**src/design/lpc_pkg.sv**
```systemverilog
// constants for the lo path control and readback register block
package lpc_pkg;
    localparam int          ADDR_W          = 16;
    localparam int          DATA_W          = 8;
    localparam int          AUX_W           = 14;
    localparam int          WORD_W          = 24;
    localparam int          DIV_W           = 5;
    localparam int          DEPTH_W         = 2;
    localparam logic [15:0] OFS_LO_CTRL     = 16'h1414;
    localparam logic [15:0] OFS_AUX_LOW     = 16'h1541;
    localparam logic [15:0] OFS_AUX_HIGH    = 16'h1542;
    localparam logic [15:0] OFS_FINE_LOW    = 16'h1543;
    localparam logic [15:0] OFS_FINE_MID    = 16'h1544;
    localparam logic [15:0] OFS_FINE_HIGH   = 16'h1545;
    localparam logic [15:0] OFS_PHASE_LOW   = 16'h1546;
    localparam logic [15:0] OFS_PHASE_MID   = 16'h1547;
    localparam logic [15:0] OFS_PHASE_HIGH  = 16'h1548;
    localparam int          BIT_MIX_OE      = 7;
    localparam int          BIT_OSC_OE      = 6;
    localparam int          BIT_EXT_SEL     = 5;
    localparam int          DIV_LSB         = 0;
    localparam logic [7:0]  LO_CTRL_RST     = 8'h02;
    localparam logic [4:0]  DIV_MUTE        = 5'h00;
    localparam logic [13:0] AUX_RST         = 14'h0000;
    localparam logic [23:0] WORD_RST        = 24'h00_0000;
    localparam logic [7:0]  RDATA_NONE      = 8'h00;
endpackage : lpc_pkg

```
**src/design/lpc_rb_if.sv**
```systemverilog
// carrier between register logic and the double-buffered readback store
`timescale 1ns/1ps
`default_nettype none
interface lpc_rb_if;
    logic                               load;
    logic [lpc_pkg::AUX_W-1:0]          aux_live;
    logic [lpc_pkg::WORD_W-1:0]         fine_live;
    logic [lpc_pkg::WORD_W-1:0]         phase_live;
    logic [lpc_pkg::AUX_W-1:0]          aux_held;
    logic [lpc_pkg::WORD_W-1:0]         fine_held;
    logic [lpc_pkg::WORD_W-1:0]         phase_held;
    modport store (input load, aux_live, fine_live, phase_live,
                   output aux_held, fine_held, phase_held);
    modport regs  (output load, aux_live, fine_live, phase_live,
                   input aux_held, fine_held, phase_held);
endinterface : lpc_rb_if
`default_nettype wire

```
**src/design/lpc_readback.sv**
```systemverilog
// double-buffered tuning and phase word store
`timescale 1ns/1ps
`default_nettype none
module lpc_readback (
    input  wire logic   sys_clk,
    input  wire logic   rstn,
    lpc_rb_if.store     rb
);
    logic [lpc_pkg::AUX_W-1:0]  aux_r,   aux_nxt;
    logic [lpc_pkg::WORD_W-1:0] fine_r,  fine_nxt;
    logic [lpc_pkg::WORD_W-1:0] phase_r, phase_nxt;

    // only the synthesizer's update strobe moves the held words
    always_comb begin
        aux_nxt   = aux_r;
        fine_nxt  = fine_r;
        phase_nxt = phase_r;
        if (rb.load) begin
            aux_nxt   = rb.aux_live;
            fine_nxt  = rb.fine_live;
            phase_nxt = rb.phase_live;
        end
    end

    always_ff @(posedge sys_clk or negedge rstn) begin
        if (!rstn) begin
            aux_r   <= lpc_pkg::AUX_RST;
            fine_r  <= lpc_pkg::WORD_RST;
            phase_r <= lpc_pkg::WORD_RST;
        end else begin
            aux_r   <= aux_nxt;
            fine_r  <= fine_nxt;
            phase_r <= phase_nxt;
        end
    end

    assign rb.aux_held   = aux_r;
    assign rb.fine_held  = fine_r;
    assign rb.phase_held = phase_r;
endmodule : lpc_readback
`default_nettype wire

```
**src/design/lpc_regs.sv**
```systemverilog
// lo path control register and double-buffered word readback registers
`timescale 1ns/1ps
`default_nettype none
module lpc_regs (
    input  wire logic                          sys_clk,
    input  wire logic                          rstn,
    input  wire logic [lpc_pkg::ADDR_W-1:0]    reg_addr,
    input  wire logic [lpc_pkg::DATA_W-1:0]    reg_wdata,
    input  wire logic                          reg_wr,
    input  wire logic                          reg_rd,
    output logic      [lpc_pkg::DATA_W-1:0]    reg_rdata_r,
    output logic                               reg_rvalid_r,
    input  wire logic                          mute_request,
    input  wire logic [lpc_pkg::DEPTH_W-1:0]   general_silence_depth,
    input  wire logic                          word_update,
    input  wire logic [lpc_pkg::AUX_W-1:0]     aux_modulus_word,
    input  wire logic [lpc_pkg::WORD_W-1:0]    fine_tuning_word,
    input  wire logic [lpc_pkg::WORD_W-1:0]    phase_word,
    output logic                               mixer_output_enable_r,
    output logic                               oscillator_output_enable_r,
    output logic                               external_source_select_r,
    output logic      [lpc_pkg::DIV_W-1:0]     output_divide_field_r,
    output logic                               mixer_mute_r,
    output logic                               oscillator_mute_r,
    output logic      [lpc_pkg::DEPTH_W-1:0]   silence_depth_r
);
    lpc_rb_if rb ();

    assign rb.load       = word_update;
    assign rb.aux_live   = aux_modulus_word;
    assign rb.fine_live  = fine_tuning_word;
    assign rb.phase_live = phase_word;

    lpc_readback u_readback (
        .sys_clk (sys_clk),
        .rstn    (rstn),
        .rb      (rb)
    );

    logic [7:0]                     ctrl_r,    ctrl_nxt;
    logic [lpc_pkg::DATA_W-1:0]     rdata_nxt;
    logic                           rvalid_nxt;
    logic                           mix_mute_nxt, osc_mute_nxt;
    logic                           ctrl_wr;
    logic [lpc_pkg::DIV_W-1:0]      div_nxt;

    assign ctrl_wr = reg_wr && (reg_addr == lpc_pkg::OFS_LO_CTRL);

    // control register; writes elsewhere, readback included, change nothing
    always_comb begin
        ctrl_nxt = ctrl_r;
        if (ctrl_wr) begin
            ctrl_nxt = reg_wdata;
        end
    end

    assign div_nxt = ctrl_nxt[lpc_pkg::DIV_LSB +: lpc_pkg::DIV_W];

    // mute follows the new setting in the same edge as the enables
    // a shared chain branch can leave less isolation than the depth asks
    always_comb begin
        mix_mute_nxt = !ctrl_nxt[lpc_pkg::BIT_MIX_OE] || mute_request
                       || (div_nxt == lpc_pkg::DIV_MUTE);
        osc_mute_nxt = !ctrl_nxt[lpc_pkg::BIT_OSC_OE] || mute_request
                       || (div_nxt == lpc_pkg::DIV_MUTE);
    end

    // read mux, answered one edge after the read strobe
    always_comb begin
        rvalid_nxt = reg_rd;
        rdata_nxt  = lpc_pkg::RDATA_NONE;
        if (reg_rd) begin
            case (reg_addr)
                lpc_pkg::OFS_LO_CTRL:    rdata_nxt = ctrl_r;
                lpc_pkg::OFS_AUX_LOW:    rdata_nxt = rb.aux_held[7:0];
                lpc_pkg::OFS_AUX_HIGH:   rdata_nxt = {2'b00, rb.aux_held[13:8]};
                lpc_pkg::OFS_FINE_LOW:   rdata_nxt = rb.fine_held[7:0];
                lpc_pkg::OFS_FINE_MID:   rdata_nxt = rb.fine_held[15:8];
                lpc_pkg::OFS_FINE_HIGH:  rdata_nxt = rb.fine_held[23:16];
                lpc_pkg::OFS_PHASE_LOW:  rdata_nxt = rb.phase_held[7:0];
                lpc_pkg::OFS_PHASE_MID:  rdata_nxt = rb.phase_held[15:8];
                lpc_pkg::OFS_PHASE_HIGH: rdata_nxt = rb.phase_held[23:16];
                default:                 rdata_nxt = lpc_pkg::RDATA_NONE;
            endcase
        end
    end

    always_ff @(posedge sys_clk or negedge rstn) begin
        if (!rstn) begin
            ctrl_r                     <= lpc_pkg::LO_CTRL_RST;
            reg_rdata_r                <= lpc_pkg::RDATA_NONE;
            reg_rvalid_r               <= 1'b0;
            mixer_output_enable_r      <= lpc_pkg::LO_CTRL_RST[lpc_pkg::BIT_MIX_OE];
            oscillator_output_enable_r <= lpc_pkg::LO_CTRL_RST[lpc_pkg::BIT_OSC_OE];
            external_source_select_r   <= lpc_pkg::LO_CTRL_RST[lpc_pkg::BIT_EXT_SEL];
            output_divide_field_r      <= lpc_pkg::LO_CTRL_RST[4:0];
            mixer_mute_r               <= 1'b1;
            oscillator_mute_r          <= 1'b1;
            silence_depth_r            <= '0;
        end else begin
            ctrl_r                     <= ctrl_nxt;
            reg_rdata_r                <= rdata_nxt;
            reg_rvalid_r               <= rvalid_nxt;
            mixer_output_enable_r      <= ctrl_nxt[lpc_pkg::BIT_MIX_OE];
            oscillator_output_enable_r <= ctrl_nxt[lpc_pkg::BIT_OSC_OE];
            external_source_select_r   <= ctrl_nxt[lpc_pkg::BIT_EXT_SEL];
            output_divide_field_r      <= div_nxt;
            mixer_mute_r               <= mix_mute_nxt;
            oscillator_mute_r          <= osc_mute_nxt;
            silence_depth_r            <= general_silence_depth;
        end
    end
endmodule : lpc_regs
`default_nettype wire

```
**config.mk**
```make
export PLATFORM = sky130hd
export DESIGN_NAME = lpc_regs
export DESIGN_NICKNAME = d
export VERILOG_FILES = /design/src/design/lpc_pkg.sv /design/src/design/lpc_rb_if.sv /design/src/design/lpc_readback.sv /design/src/design/lpc_regs.sv
export SDC_FILE = /design/constraint.sdc
export NUM_CORES = 1
export LEC_CHECK = 0
export BUFFER_PORTS_ARGS = -buffer_cell sky130_fd_sc_hd__buf_2
export CAP_MARGIN = 20
export CELL_PAD_IN_SITES_DETAIL_PLACEMENT = 1
export CELL_PAD_IN_SITES_GLOBAL_PLACEMENT = 2
export CORE_MARGIN = 3
export CORE_UTILIZATION = 33
export CTS_BUF_LIST = sky130_fd_sc_hd__clkbuf_16
export CTS_CLUSTER_SIZE = 16
export DETAILED_ROUTE_END_ITERATION = 10
export PLACE_DENSITY_LB_ADDON = 0.1
export SYNTH_ARGS = -nofsm -noshare
export SYNTH_HDL_FRONTEND = slang
export SYNTH_SLANG_ARGS = --single-unit
```
**constraint.sdc**
```tcl
create_clock -name sys_clk -period 1.75 [get_ports sys_clk]
set_input_delay 0.4375 -clock sys_clk [delete_from_list [all_inputs] [get_ports sys_clk]]
set_output_delay 0.4375 -clock sys_clk [all_outputs]
set_load 0.005 [all_outputs]
```
# Yosys cells after proc, flatten, opt, wreduce, memory -nomap -nowiden
# Cells that the tools add are included.
dict set report classes {
  n_eq_ne 9
  n_mux 3
  n_reduce_logical 8
}
# operator n
set op_table {}
lappend op_table {{equality test 16 x 13 -> 1 bit, second input constant} 9}
lappend op_table {{one-hot mux 8 bit (9 select lines)} 1}
lappend op_table {{2-to-1 mux 8 bit} 2}
lappend op_table {{logical NOT 5 bit} 1}
lappend op_table {{logical OR 1 bit} 4}
lappend op_table {{logical NOT 1 bit} 2}
lappend op_table {{logical AND 1 bit} 1}
dict set report word_totals {
  ff_bits 91
  input_bits 94
  out_inout_bits 21
  elab_cells 33
}

# Logic depth before layout (Yosys ltp)
# Gate-level depths: netlist of run 1.
dict set report depth {
  ltp_word 6
  mapped_depth 6
  depth_no_buf 4
}

# Cells and area by module
# A second synthesis of run 1 with hierarchy kept.
dict set report hier_totals {
  cells_unflattened 265
  area_unflattened_um2 4080.2
}
# module instances cells_per_inst area_each_um2 seq_area_each_um2
set by_module_without_submodules {}
lappend by_module_without_submodules {lpc_readback 1 131 2606.2 1551.5}
lappend by_module_without_submodules {lpc_regs 1 134 1473.9 529.3}

# Least setup slack after synthesis of run 1
# Ideal clock, no wire load.
dict set report synth_path {
  path_kind {input to register}
  startpoint {input reg_addr[5] (netlist bit)}
  endpoint {register reg_rdata_r[0] (netlist bit)}
  setup_ps 85
  t_arrival_ps 1809
  required_time_ps 1665
  setup_slack_ps -143
  path_stages 5
  n_path_buf 1
  cell_sequence {or4b_4 > nor3_4 > buf_2 > nand3_1 > a31oi_1}
}
dict set report synth_between {
  elab_chain_len 3
  elab_cells_between_ends 11
  cone_classes {eq/ne (9); mux (2)}
}
# element line
set synth_rtl {}
lappend synth_rtl {{from (decl)} lpc_regs.sv:7} ;# input wire logic [lpc_pkg::ADDR_W-1:0] reg_addr,
lappend synth_rtl {{equality test 16 x 13 -> 1 bit} lpc_regs.sv:73} ;# case (reg_addr)
lappend synth_rtl {{one-hot mux 8 bit (9 select lines) *} lpc_regs.sv:73}
lappend synth_rtl {{2-to-1 mux 8 bit *} lpc_regs.sv:72} ;# if (reg_rd) begin
lappend synth_rtl {{named net rdata_nxt (one bit)} lpc_regs.sv:41} ;# logic [lpc_pkg::DATA_W-1:0] rdata_nxt;
lappend synth_rtl {{to (signal assigned)} lpc_regs.sv:91} ;# reg_rdata_r <= lpc_pkg::RDATA_NONE;
lappend synth_rtl {{to (signal assigned)} lpc_regs.sv:102} ;# reg_rdata_r <= rdata_nxt;
lappend synth_rtl {{to (decl)} lpc_regs.sv:11} ;# output logic [lpc_pkg::DATA_W-1:0] reg_rdata_r,
# Mark *: on every way through the listed nets, which the timed path passes. The rest lies on a longest branch.
# A chain may end at the register's enable or synchronous reset.

# Worst setup path after layout of run 1
dict set report layout_path {
  startpoint {input reg_addr[5] (netlist bit)}
  endpoint {register mixer_mute_r}
}
dict set report layout_between {
  elab_chain_len 6
  elab_cells_between_ends 7
  cone_classes {eq/ne (1); mux (1); reduce/logical (5)}
}
# element line
set layout_rtl {}
lappend layout_rtl {{equality test 16 x 13 -> 1 bit *} lpc_regs.sv:47} ;# assign ctrl_wr = reg_wr && (reg_addr == lpc_pkg::OFS_LO_CTRL);
lappend layout_rtl {{logical AND 1 bit *} lpc_regs.sv:47}
lappend layout_rtl {{2-to-1 mux 8 bit *} lpc_regs.sv:52} ;# if (ctrl_wr) begin
lappend layout_rtl {{parallel branches: the longest is 2 deep, another holds logical NOT 5 bit} -}
lappend layout_rtl {{logical OR 1 bit *} lpc_regs.sv:63} ;# || (div_nxt == lpc_pkg::DIV_MUTE);
lappend layout_rtl {{named net mix_mute_nxt} lpc_regs.sv:43} ;# logic mix_mute_nxt, osc_mute_nxt;
lappend layout_rtl {{to (signal assigned)} lpc_regs.sv:108} ;# mixer_mute_r <= mix_mute_nxt;
lappend layout_rtl {{to (decl)} lpc_regs.sv:23} ;# output logic mixer_mute_r,
# Mark *: on every way through the listed nets, which the timed path passes.

==> reports/qor.csv, run 1 <==
metric;value;unit
crit_required;2.01;ns
synth_area;3890;µm²
fin_total_pwr;0.00436;W
synth-edff-count;0;
crit_path_end_kind;register;
drt_iter0_markers;78;
die_y;115;µm
start_util;33.9;%
antenna_found_initial;0;
ys_types;43;
fmax;592;MHz
ir_worst_vdd;546;µV
grt_pass1_wl;17700;µm
syn2layout_area_growth;31.3;%
slowest_stage;or4b_4;
synth_top_area_cell;dfrtp_1;
setup_violations;0;
comb_power_share;12.8;%
dp_hpwl;8200;µm
globalplace.congestion;0.800;
setup_tns;0;ns
finalMaxSlewViolations;0;
min_period;1.69;ns
diodes;0;
grt_setup_unrepaired;no;
period_share;96.6;%
path_max_fanout;3;
clockRootBuffer;clkbuf_16;
vias_per_cell;5.06;
maxCapViolCount;0;
p_int;0.00330;W
synthArstFlopShare;100;%
layout.cells.non_filler;590;
core;11500;µm²
final_cell_mix;113 x buf_2, 80 x dfrtp_1, 68 x mux2_2;
grt_pass1_vias;3317;
vias;2985;
swShare;24.3;%
drc_errors;0;
yosysSeqAreaShare;53.5;%
synth.area.top_cells;dfrtp_1 51%, mux2_2 20%, nand3b_1 3.9%, mux2i_1 3.6%, dfstp_2 2.0%;
hold_viol;0;
io_pins;115;
synthCells;307;
finalClockSkew;0.00431;ns
p_switching;0.00106;W
postCtsSetupBuffers;0;
power.density;854;nW/µm²
die_area;13100;µm²
min_path_type;primary input to async pin;
synth_ff_type;dfrtp_1;
post-place-ws;-0.297;ns
grt_max_degree;65;
grt_util_all_layers;17.8;%
clkSlewWorstSetupHoldPaths;0.06;ns
clockBufferDepth;2;
numCtsBuffers;9;
portBuffers;114;
clkPwrFrac;38.0;%
ys_warn_count;0;
cellLeakagePower;2.37;nW
dp_cells;574;
cts_tree;done;
fp.dieW;115;µm
yosysTopAreaCellShare;51.5;%
tightest_slew;0.486;ns
drive_gt1_share;51.9;%
cts.sinks;83;
insertion_delay;0.34;ns
final_common_cell;buf_2;
drt_wl_total;11000;µm
crit_type;primary input to register;
pwr-share-seq;49.2;%
firstDrtPassIters;4;
avgSynthCellArea;12.7;µm²
layout_setup_ws;0.0603;ns
slew_headroom;67.2;%
ant_nets;0;
routedWlPerCell;18.6;µm
status;finished clean;
crit_arrival;1.95;ns
syn-num-nets;401;
num_rows;39;
gr-total-overflow;0;
critPathMaxStageDelay;0.57;ns
yosys_register_bits;83;
path_cells;buf_2, or4b_4, or3_1, nor4_1, o21bai_1;
nets;536;
cp-start-kind;primary input;
cts_max_level;3;
## metrics by stage
step / util [%] / area (µm²) / hold WS (ns)
4_1_cts: 44.5 / 5100 / 0.0742
2_1_floorplan: - / 3890 / 0.142
3_3_place_gp: 42.3 / 4850 / 0.440
3_5_place_dp: 42.3 / 4850 / 0.443
5_1_grt: 44.5 / 5110 / 0.0758
6_report: 44.5 / 5110 / 0.0616
## cells in the mapped netlist (2+ instances only)
cell type,count
a211oi_1,2
a21oi_1,11
a31oi_1,8
and3_1,2
buf_1,3
buf_2,2
clkbuf_1,15
dfrtp_1,80
dfstp_2,3
inv_1,5
mux2_2,68
mux2i_1,14
nand2_1,2
nand3_1,13
nand3b_1,20
nand4b_1,3
nor2_1,5
nor3_1,3
nor3b_1,2
nor4_1,4
o21ai_0,7
o21bai_1,2
o221ai_1,2
o22ai_1,3
o311ai_1,2
o31ai_1,4
o41ai_1,2
or2_2,2
or4_1,2
or4b_4,2
or4bb_1,2
## per-layer routing
metal  global-route usage (%)  routed length (µm)  vias up
met5                        0                   0        -
met4                     7.84                 237        0
met3                     4.12                 629       17
met2                     26.7                5000       87
met1                     24.5                5110     1463
li1                         -                   -     1418
## cells by family after synthesis
family / Yosys count / synth area share, %
AO/OA/AOI/OAI: 45 / 7.40
buffers and inverters: 25 / 2.48
flip-flops: 83 / 53.5
multiplexers: 82 / 23.3
AND/OR/NAND/NOR: 72 / 13.3
## state kept, by name, indices dropped and copies added (netlist names)
register and flops:
ctrl_r 8, mixer_mute_r 1, oscillator_mute_r 1, reg_rdata_r 8
reg_rvalid_r 1, silence_depth_r 2, u_readback.rb.aux_held 14, u_readback.rb.fine_held 24
u_readback.rb.phase_held 24
## cell type report
cell class | instances | area (µm²)
fill | 1255 | 6360
clock buffer | 9 | 225
multi-input combinational | 199 | 1710
clock inverter | 7 | 26.3
sequential | 83 | 2080
tap | 143 | 179
timing repair buffer | 144 | 865
inverter | 5 | 18.8
## timing repair
action	CTS	global route
resized for setup	0	1
endpoints found under the setup margin	0	1
hold buffers	0	0
## power groups by stage
stage	Combinational, W	Sequential (W)	Clock (W)
final	0.000560	0.00215	0.00166
after global routing	0.000622	0.00217	0.00180
after CTS	0.000573	0.00215	0.00172
after detailed placement	0.000569	0.00218	0
after global placement	0.000557	0.00218	0
after floorplan	0.000291	0.00215	0
## path summary, 6_finish.rpt
check / from / end / slack, ns / cells after the start
worst max-delay path: reg_addr[5] / mixer_mute_r$_DFF_PN1_ / 0.06 / 5
worst min-delay path: rstn / ctrl_r[7]$_DFF_PN0_ / 0.06 / 2
worst max register to register: ctrl_r[3]$_DFF_PN0_ / oscillator_mute_r$_DFF_PN1_ / 0.20 / 4
worst min register to register: u_readback.rb.fine_held[2]$_DFFE_PN0P_ / u_readback.rb.fine_held[2]$_DFFE_PN0P_ / 0.51 / 1
max in group asynchronous: rstn / ctrl_r[1]$_DFF_PN1_ / 1.26 / 2
min in group sys_clk: general_silence_depth[1] / silence_depth_r[1]$_DFF_PN0_ / 0.20 / 1
## critical path: cells and delay by family
kind | cells | cell delay, ns
compound gates | 1 | 0.10
simple gates | 3 | 1.31
buf+inv | 1 | 0.10
Power figures use the tool's default switching activity.
==> inputs of run 2 (changes only) <==
CORE_MARGIN = 8   (was 3)
==> run 2 against run 1 <==
Net effect:
- sequential share of layout area down 0.70 points
- die area is 18% higher
- count of clock-buffer cells in the layout stayed put
- largest cell class unchanged
- non-clock buffer count is 6 higher
- via count rose by 1.1%
- total power increased by 7.7%
- core utilization increased by 0.77 points
- final cell count increased by 0.85%
- combinational power about the same
- critical path depth did not move
==> reports/qor.csv, run 2 (synthesized netlist as in run 1, its figures left out) <==
metric;value;unit;change
cp-start-kind;primary input;;
fmax;592;MHz;+0.11%
core;11500;µm²;unchanged
pwr-share-seq;45.8;%;-3.4 points
globalplace.congestion;0.754;;-5.8%
path_cells;buf_2, or4b_4, or3_1, nor4_1, o21bai_1;;
slew_headroom;65.0;%;-2.2 points
cellLeakagePower;2.39;nW;+1.0%
drt_iter0_markers;162;;+110%
setup_violations;0;;unchanged
finalClockSkew;0.00595;ns;+0.00165 ns
die_y;125;µm;+8.7%
clockRootBuffer;clkbuf_16;;
die_area;15500;µm²;+18%
syn2layout_area_growth;33.6;%;
period_share;96.4;%;-0.10 points
power.density;903;nW/µm²;+5.8%
comb_power_share;12.0;%;-0.8 points
p_int;0.00361;W;+9.5%
min_path_type;primary input to async pin;;
fin_hold_ws;0.0237;ns;-0.0379 ns
dp_cells;580;;+1.0%
num_rows;39;;unchanged
crit_required;2.00;ns;about the same
slowest_stage;or4b_4;;
setup_tns;0;ns;unchanged
path_max_fanout;3;;unchanged
fin_total_pwr;0.00469;W;+7.7%
hold_viol;0;;unchanged
numCtsBuffers;9;;unchanged
finalMaxSlewViolations;0;;unchanged
drive_gt1_share;53.5;%;+1.6 points
diodes;0;;unchanged
crit_buf_inv;1;;unchanged
dp_hpwl;8850;µm;+7.9%
final_common_cell;buf_2;;
maxCapViolCount;0;;unchanged
drc_errors;0;;unchanged
cts_tree;done;;
crit_path_end_kind;register;;
drt_wl_total;11500;µm;+4.8%
layout_setup_ws;0.0621;ns;+0.00181 ns
vias;3018;;+1.1%
cts_hold_buffers;0;;unchanged
crit_arrival;1.94;ns;about the same
critPathMaxStageDelay;0.58;ns;about the same
cp_top_family;simple AND/OR/NAND/NOR gates;;
clkSlewWorstSetupHoldPaths;0.06;ns;about the same
clkPwrFrac;42.2;%;+4.2 points
tightest_slew;0.518;ns;+0.0323 ns
gr-total-overflow;0;;unchanged
cts_max_level;3;;unchanged
clockBufferDepth;2;;unchanged
crit_type;primary input to register;;
vias_per_cell;5.07;;+0.26%
nets;542;;+1.1%
grt_pass1_wl;19100;µm;+7.7%
grt_pass1_vias;3418;;+3.0%
grt_max_degree;65;;unchanged
start_util;33.9;%;unchanged
ff2ff_setup_slack;0.19;ns;about the same
firstDrtPassIters;4;;unchanged
ant_nets;0;;unchanged
layout.cells.non_filler;595;;+0.85%
insertion_delay;0.33;ns;about the same
final_cell_mix;113 x buf_2, 80 x dfrtp_1, 68 x mux2_2;;
antenna_found_initial;0;;unchanged
portBuffers;114;;unchanged
p_switching;0.00108;W;+2.1%
io_pins;115;;unchanged
grt_setup_unrepaired;no;;
grt_util_all_layers;15.2;%;-2.6 points
ir_worst_vdd;379;µV;-31%
post-place-ws;-0.295;ns;+0.00220 ns
fp.dieW;125;µm;+8.7%
cts.sinks;83;;unchanged
swShare;23.0;%;-1.3 points
min_period;1.69;ns;-0.00181 ns
status;finished clean;;
routedWlPerCell;19.3;µm;+3.9%
-- run 2: routing by layer --
| metal | share of wire [%] | up-vias | track usage [%] |
|---|---|---|---|
| li1 | - | 1437 | - |
| met1 | 47 | 1495 | 20.3 |
| met2 | 47 | 76 | 23.6 |
| met3 | 4.9 | 10 | 3.87 |
| met4 | 0.97 | 0 | 4.46 |
| met5 | 0 | - | 0 |
-- run 2: worst paths after layout --
path	start	end	cells after the start
max	reg_addr[5]	oscillator_mute_r$_DFF_PN1_	5
min	rstn	ctrl_r[4]$_DFF_PN0_	1
max reg2reg	u_readback.rb.aux_held[9]$_DFFE_PN0P_	reg_rdata_r[1]$_DFF_PN0_	4
min reg2reg	u_readback.rb.aux_held[6]$_DFFE_PN0P_	u_readback.rb.aux_held[6]$_DFFE_PN0P_	1
max in group asynchronous	rstn	u_readback.rb.phase_held[16]$_DFFE_PN0P_	2
min in group sys_clk	general_silence_depth[1]	silence_depth_r[1]$_DFF_PN0_	1
-- run 2: layout make-up --
type	instances	area, µm²
timing repair buffer	150	897
fill	1242	6270
clock inverter	6	82.6
multi-input combinational	199	1710
sequential	83	2080
inverter	5	18.8
clock buffer	9	225
tap	143	179
-- run 2: worst register-to-register path: cells and delay by family (launching register included) --
family / cells / cell delay, ns
flip-flops: 1 / 0.37
AO/OA/AOI/OAI: 3 / 0.63
AND/OR/NAND/NOR: 1 / 0.49
-- run 2: what timing repair did --
item	CTS	global route
gates resized for setup	0	1
endpoints found under the setup margin	0	1
setup buffers	0	0
-- run 2: power groups by stage --
stage / combinational, W / clock [W] / sequential [W]
finish: 0.000563 / 0.00198 / 0.00215
global route: 0.000626 / 0.00211 / 0.00217
CTS: 0.000578 / 0.00205 / 0.00215
detailed placement: 0.000575 / 0 / 0.00219
global placement: 0.000563 / 0 / 0.00218
floorplan: 0.000291 / 0 / 0.00215
-- run 2: through the flow --
stage | util, % | instance area [µm²]
after global routing | 45.3 | 5200
final | 45.3 | 5200
after floorplan | - | 3890
after CTS | 45.3 | 5190
after global placement | 42.6 | 4880
after detailed placement | 42.6 | 4880
==> inputs of run 3 (changes only) <==
--- a/config.mk
+++ b/config.mk
@@ -16,4 +16,5 @@
 export DETAILED_ROUTE_END_ITERATION = 10
 export PLACE_DENSITY_LB_ADDON = 0.1
+export SLEW_MARGIN = 0
 export SYNTH_ARGS = -nofsm -noshare
 export SYNTH_HDL_FRONTEND = slang
==> constraint.sdc (replaced) <==
create_clock -name sys_clk -period 1.75 [get_ports sys_clk]
set_input_delay 0.2625 -clock sys_clk [delete_from_list [all_inputs] [get_ports sys_clk]]
set_output_delay 0.2625 -clock sys_clk [all_outputs]
set_load 0.005 [all_outputs]
==> run 3 against run 2 <==
Net effect:
- via count shrank 2.1%
- die area is the same
- sequential power is essentially flat
- worst setup slack gained 0.11 ns
- count of clock-buffer cells in the layout is the same
- global-route usage shrank 0.68 points
- first-iteration DRC count shrank 31%
- sequential cell count is the same
- wire length shrank 4.5%
- critical path type unchanged
- largest cell class unchanged
==> reports/qor.csv, run 3 (synthesized netlist as in run 1, its figures left out) <==
metric;value;unit;change
portBuffers;114;;unchanged
gr-total-overflow;0;;unchanged
crit_required;2.00;ns;about the same
antenna_found_initial;1;;+1
clkPwrFrac;38.3;%;-3.9 points
crit_buf_inv;1;;unchanged
nets;534;;-1.5%
crit_arrival;1.82;ns;-0.12 ns
cts_hold_buffers;1;;+1
ant_nets;0;;unchanged
numCtsBuffers;9;;unchanged
drt_iter0_markers;111;;-31%
slowest_stage;or4b_4;;
io_pins;115;;unchanged
period_share;89.9;%;-6.5 points
clkSlewWorstSetupHoldPaths;0.06;ns;about the same
vias;2956;;-2.1%
finalMaxSlewViolations;0;;unchanged
cts.sinks;83;;unchanged
postCtsSetupBuffers;0;;unchanged
syn2layout_area_growth;30.6;%;
maxCapViolCount;0;;unchanged
cts-resized-gates;0;;unchanged
power.density;859;nW/µm²;-4.9%
swShare;24.2;%;+1.2 points
vias_per_cell;5.02;;-1.1%
fp.dieW;125;µm;unchanged
drt_wl_total;11000;µm;-4.5%
clockRootBuffer;clkbuf_16;;
cp_top_family;simple AND/OR/NAND/NOR gates;;
postLayoutCellArea;5080;µm²;-2.2%
globalplace.congestion;0.785;;+4.0%
cp-start-kind;primary input;;
final_cell_mix;113 x buf_2, 80 x dfrtp_1, 68 x mux2_2;;
critPathMaxStageDelay;0.57;ns;about the same
cts_max_level;3;;unchanged
drc_errors;0;;unchanged
dp_hpwl;8530;µm;-3.6%
routedWlPerCell;18.6;µm;-3.5%
path_max_fanout;8;;+5
setup_violations;0;;unchanged
utilization;44.3;%;-1.0 points
grt_pass1_vias;3239;;-5.2%
hold_viol;0;;unchanged
grt_setup_unrepaired;no;;
clockBufferDepth;2;;unchanged
status;finished clean;;
start_util;33.9;%;unchanged
drive_gt1_share;52.1;%;-1.4 points
comb_power_share;12.5;%;+0.5 points
slew_headroom;32.1;%;-33 points
die_y;125;µm;unchanged
num_rows;39;;unchanged
core;11500;µm²;unchanged
cellLeakagePower;2.33;nW;-2.7%
crit_type;primary input to register;;
crit_path_end_kind;register;;
cts_tree;done;;
die_area;15500;µm²;unchanged
path_cells;buf_2, or4b_4, nor3_4, o311ai_1, a31oi_1;;
final_common_cell;buf_2;;
pwr-share-seq;49.1;%;+3.3 points
min_path_type;primary input to register;;
grt_pass1_wl;18000;µm;-5.7%
grt_max_degree;65;;unchanged
min_period;1.57;ns;-0.114 ns
finalClockSkew;0.00861;ns;+0.00265 ns
ir_worst_vdd;550;µV;+45%
p_switching;0.00106;W;-2.3%
p_int;0.00331;W;-8.4%
tightest_slew;1.00;ns;+0.484 ns
dpl_cell_area;4800;µm²;-1.6%
grt_util_all_layers;14.5;%;-0.68 points
firstDrtPassIters;4;;unchanged
fmax;636;MHz;+7.3%
insertion_delay;0.33;ns;about the same
-- run 3: cell count changes in the layout (fill, tap and decap cells not counted) --
cell	previous run	this run
buf_12	4	3
bufinv_16	2	0
buf_4	32	25
dlygate4sd3_1	0	1
buf_6	1	0
clkinvlp_4	2	3
clkinv_1	1	2
inv_1	6	7
diode_2	0	1
-- run 3: metal layers --
| metal | GRT usage (%) | share of wire [%] |
|---|---|---|
| met1 | 19.8 | 49 |
| met5 | 0 | 0 |
| met4 | 4.04 | 0.67 |
| met2 | 21.8 | 46 |
| met3 | 4.09 | 4.3 |
-- run 3: path summary, 6_finish.rpt --
| check | startpoint | to | slack, ns | cells past startpoint |
|---|---|---|---|---|
| worst min register to register | u_readback.rb.fine_held[18]$_DFFE_PN0P_ | u_readback.rb.fine_held[18]$_DFFE_PN0P_ | 0.50 | 1 |
| max in group asynchronous | rstn | u_readback.rb.phase_held[0]$_DFFE_PN0P_ | 0.80 | 3 |
| worst max register to register | u_readback.rb.aux_held[9]$_DFFE_PN0P_ | reg_rdata_r[1]$_DFF_PN0_ | 0.26 | 4 |
| worst max-delay path | reg_addr[5] | reg_rdata_r[7]$_DFF_PN0_ | 0.18 | 5 |
| worst min-delay path | general_silence_depth[0] | silence_depth_r[0]$_DFF_PN0_ | 0.04 | 1 |
| min in group asynchronous | rstn | reg_rdata_r[5]$_DFF_PN0_ | 0.37 | 2 |
-- run 3: stage by stage --
stage | hold slack, ns | instances | setup TNS, ns | power, W | setup slack [ns]
finish | 0.0393 | 589 | 0 | 0.00436 | 0.176
global route | 0.0203 | 589 | 0 | 0.00457 | 0.0634
CTS | 0.0248 | 588 | 0 | 0.00443 | 0.162
detailed placement | 0.181 | 571 | -2.06 | 0.00273 | -0.185
global placement | 0.172 | 571 | -1.60 | 0.00272 | -0.129
floorplan | -0.0331 | 307 | 0 | 0.00244 | 0.0316
-- run 3: cell type report --
| class | instances | area (µm²) |
|---|---|---|
| diodes | 1 | 2.50 |
| clock buffers | 9 | 225 |
| clock inverters | 7 | 37.5 |
| fillers | 1288 | 6390 |
| inverters | 5 | 18.8 |
| multi-input cells | 199 | 1710 |
| flip-flops and latches | 83 | 2080 |
| well taps | 143 | 179 |
| repair buffers | 142 | 823 |
-- run 3: power groups by stage --
| stage | clock network, W | logic [W] | registers [W] |
|---|---|---|---|
| detailed placement | 0 | 0.000554 | 0.00218 |
| floorplan | 0 | 0.000291 | 0.00215 |
| CTS | 0.00172 | 0.000560 | 0.00215 |
| finish | 0.00167 | 0.000546 | 0.00214 |
| global placement | 0 | 0.000545 | 0.00218 |
| global route | 0.00180 | 0.000607 | 0.00216 |
-- run 3: worst reg2reg max path: cells and delay by family, from the launching register on --
kind,cells,cell delay (ns)
DFF,1,0.34
and+or+nand+nor,1,0.49
AOI/OAI and AO/OA,3,0.59
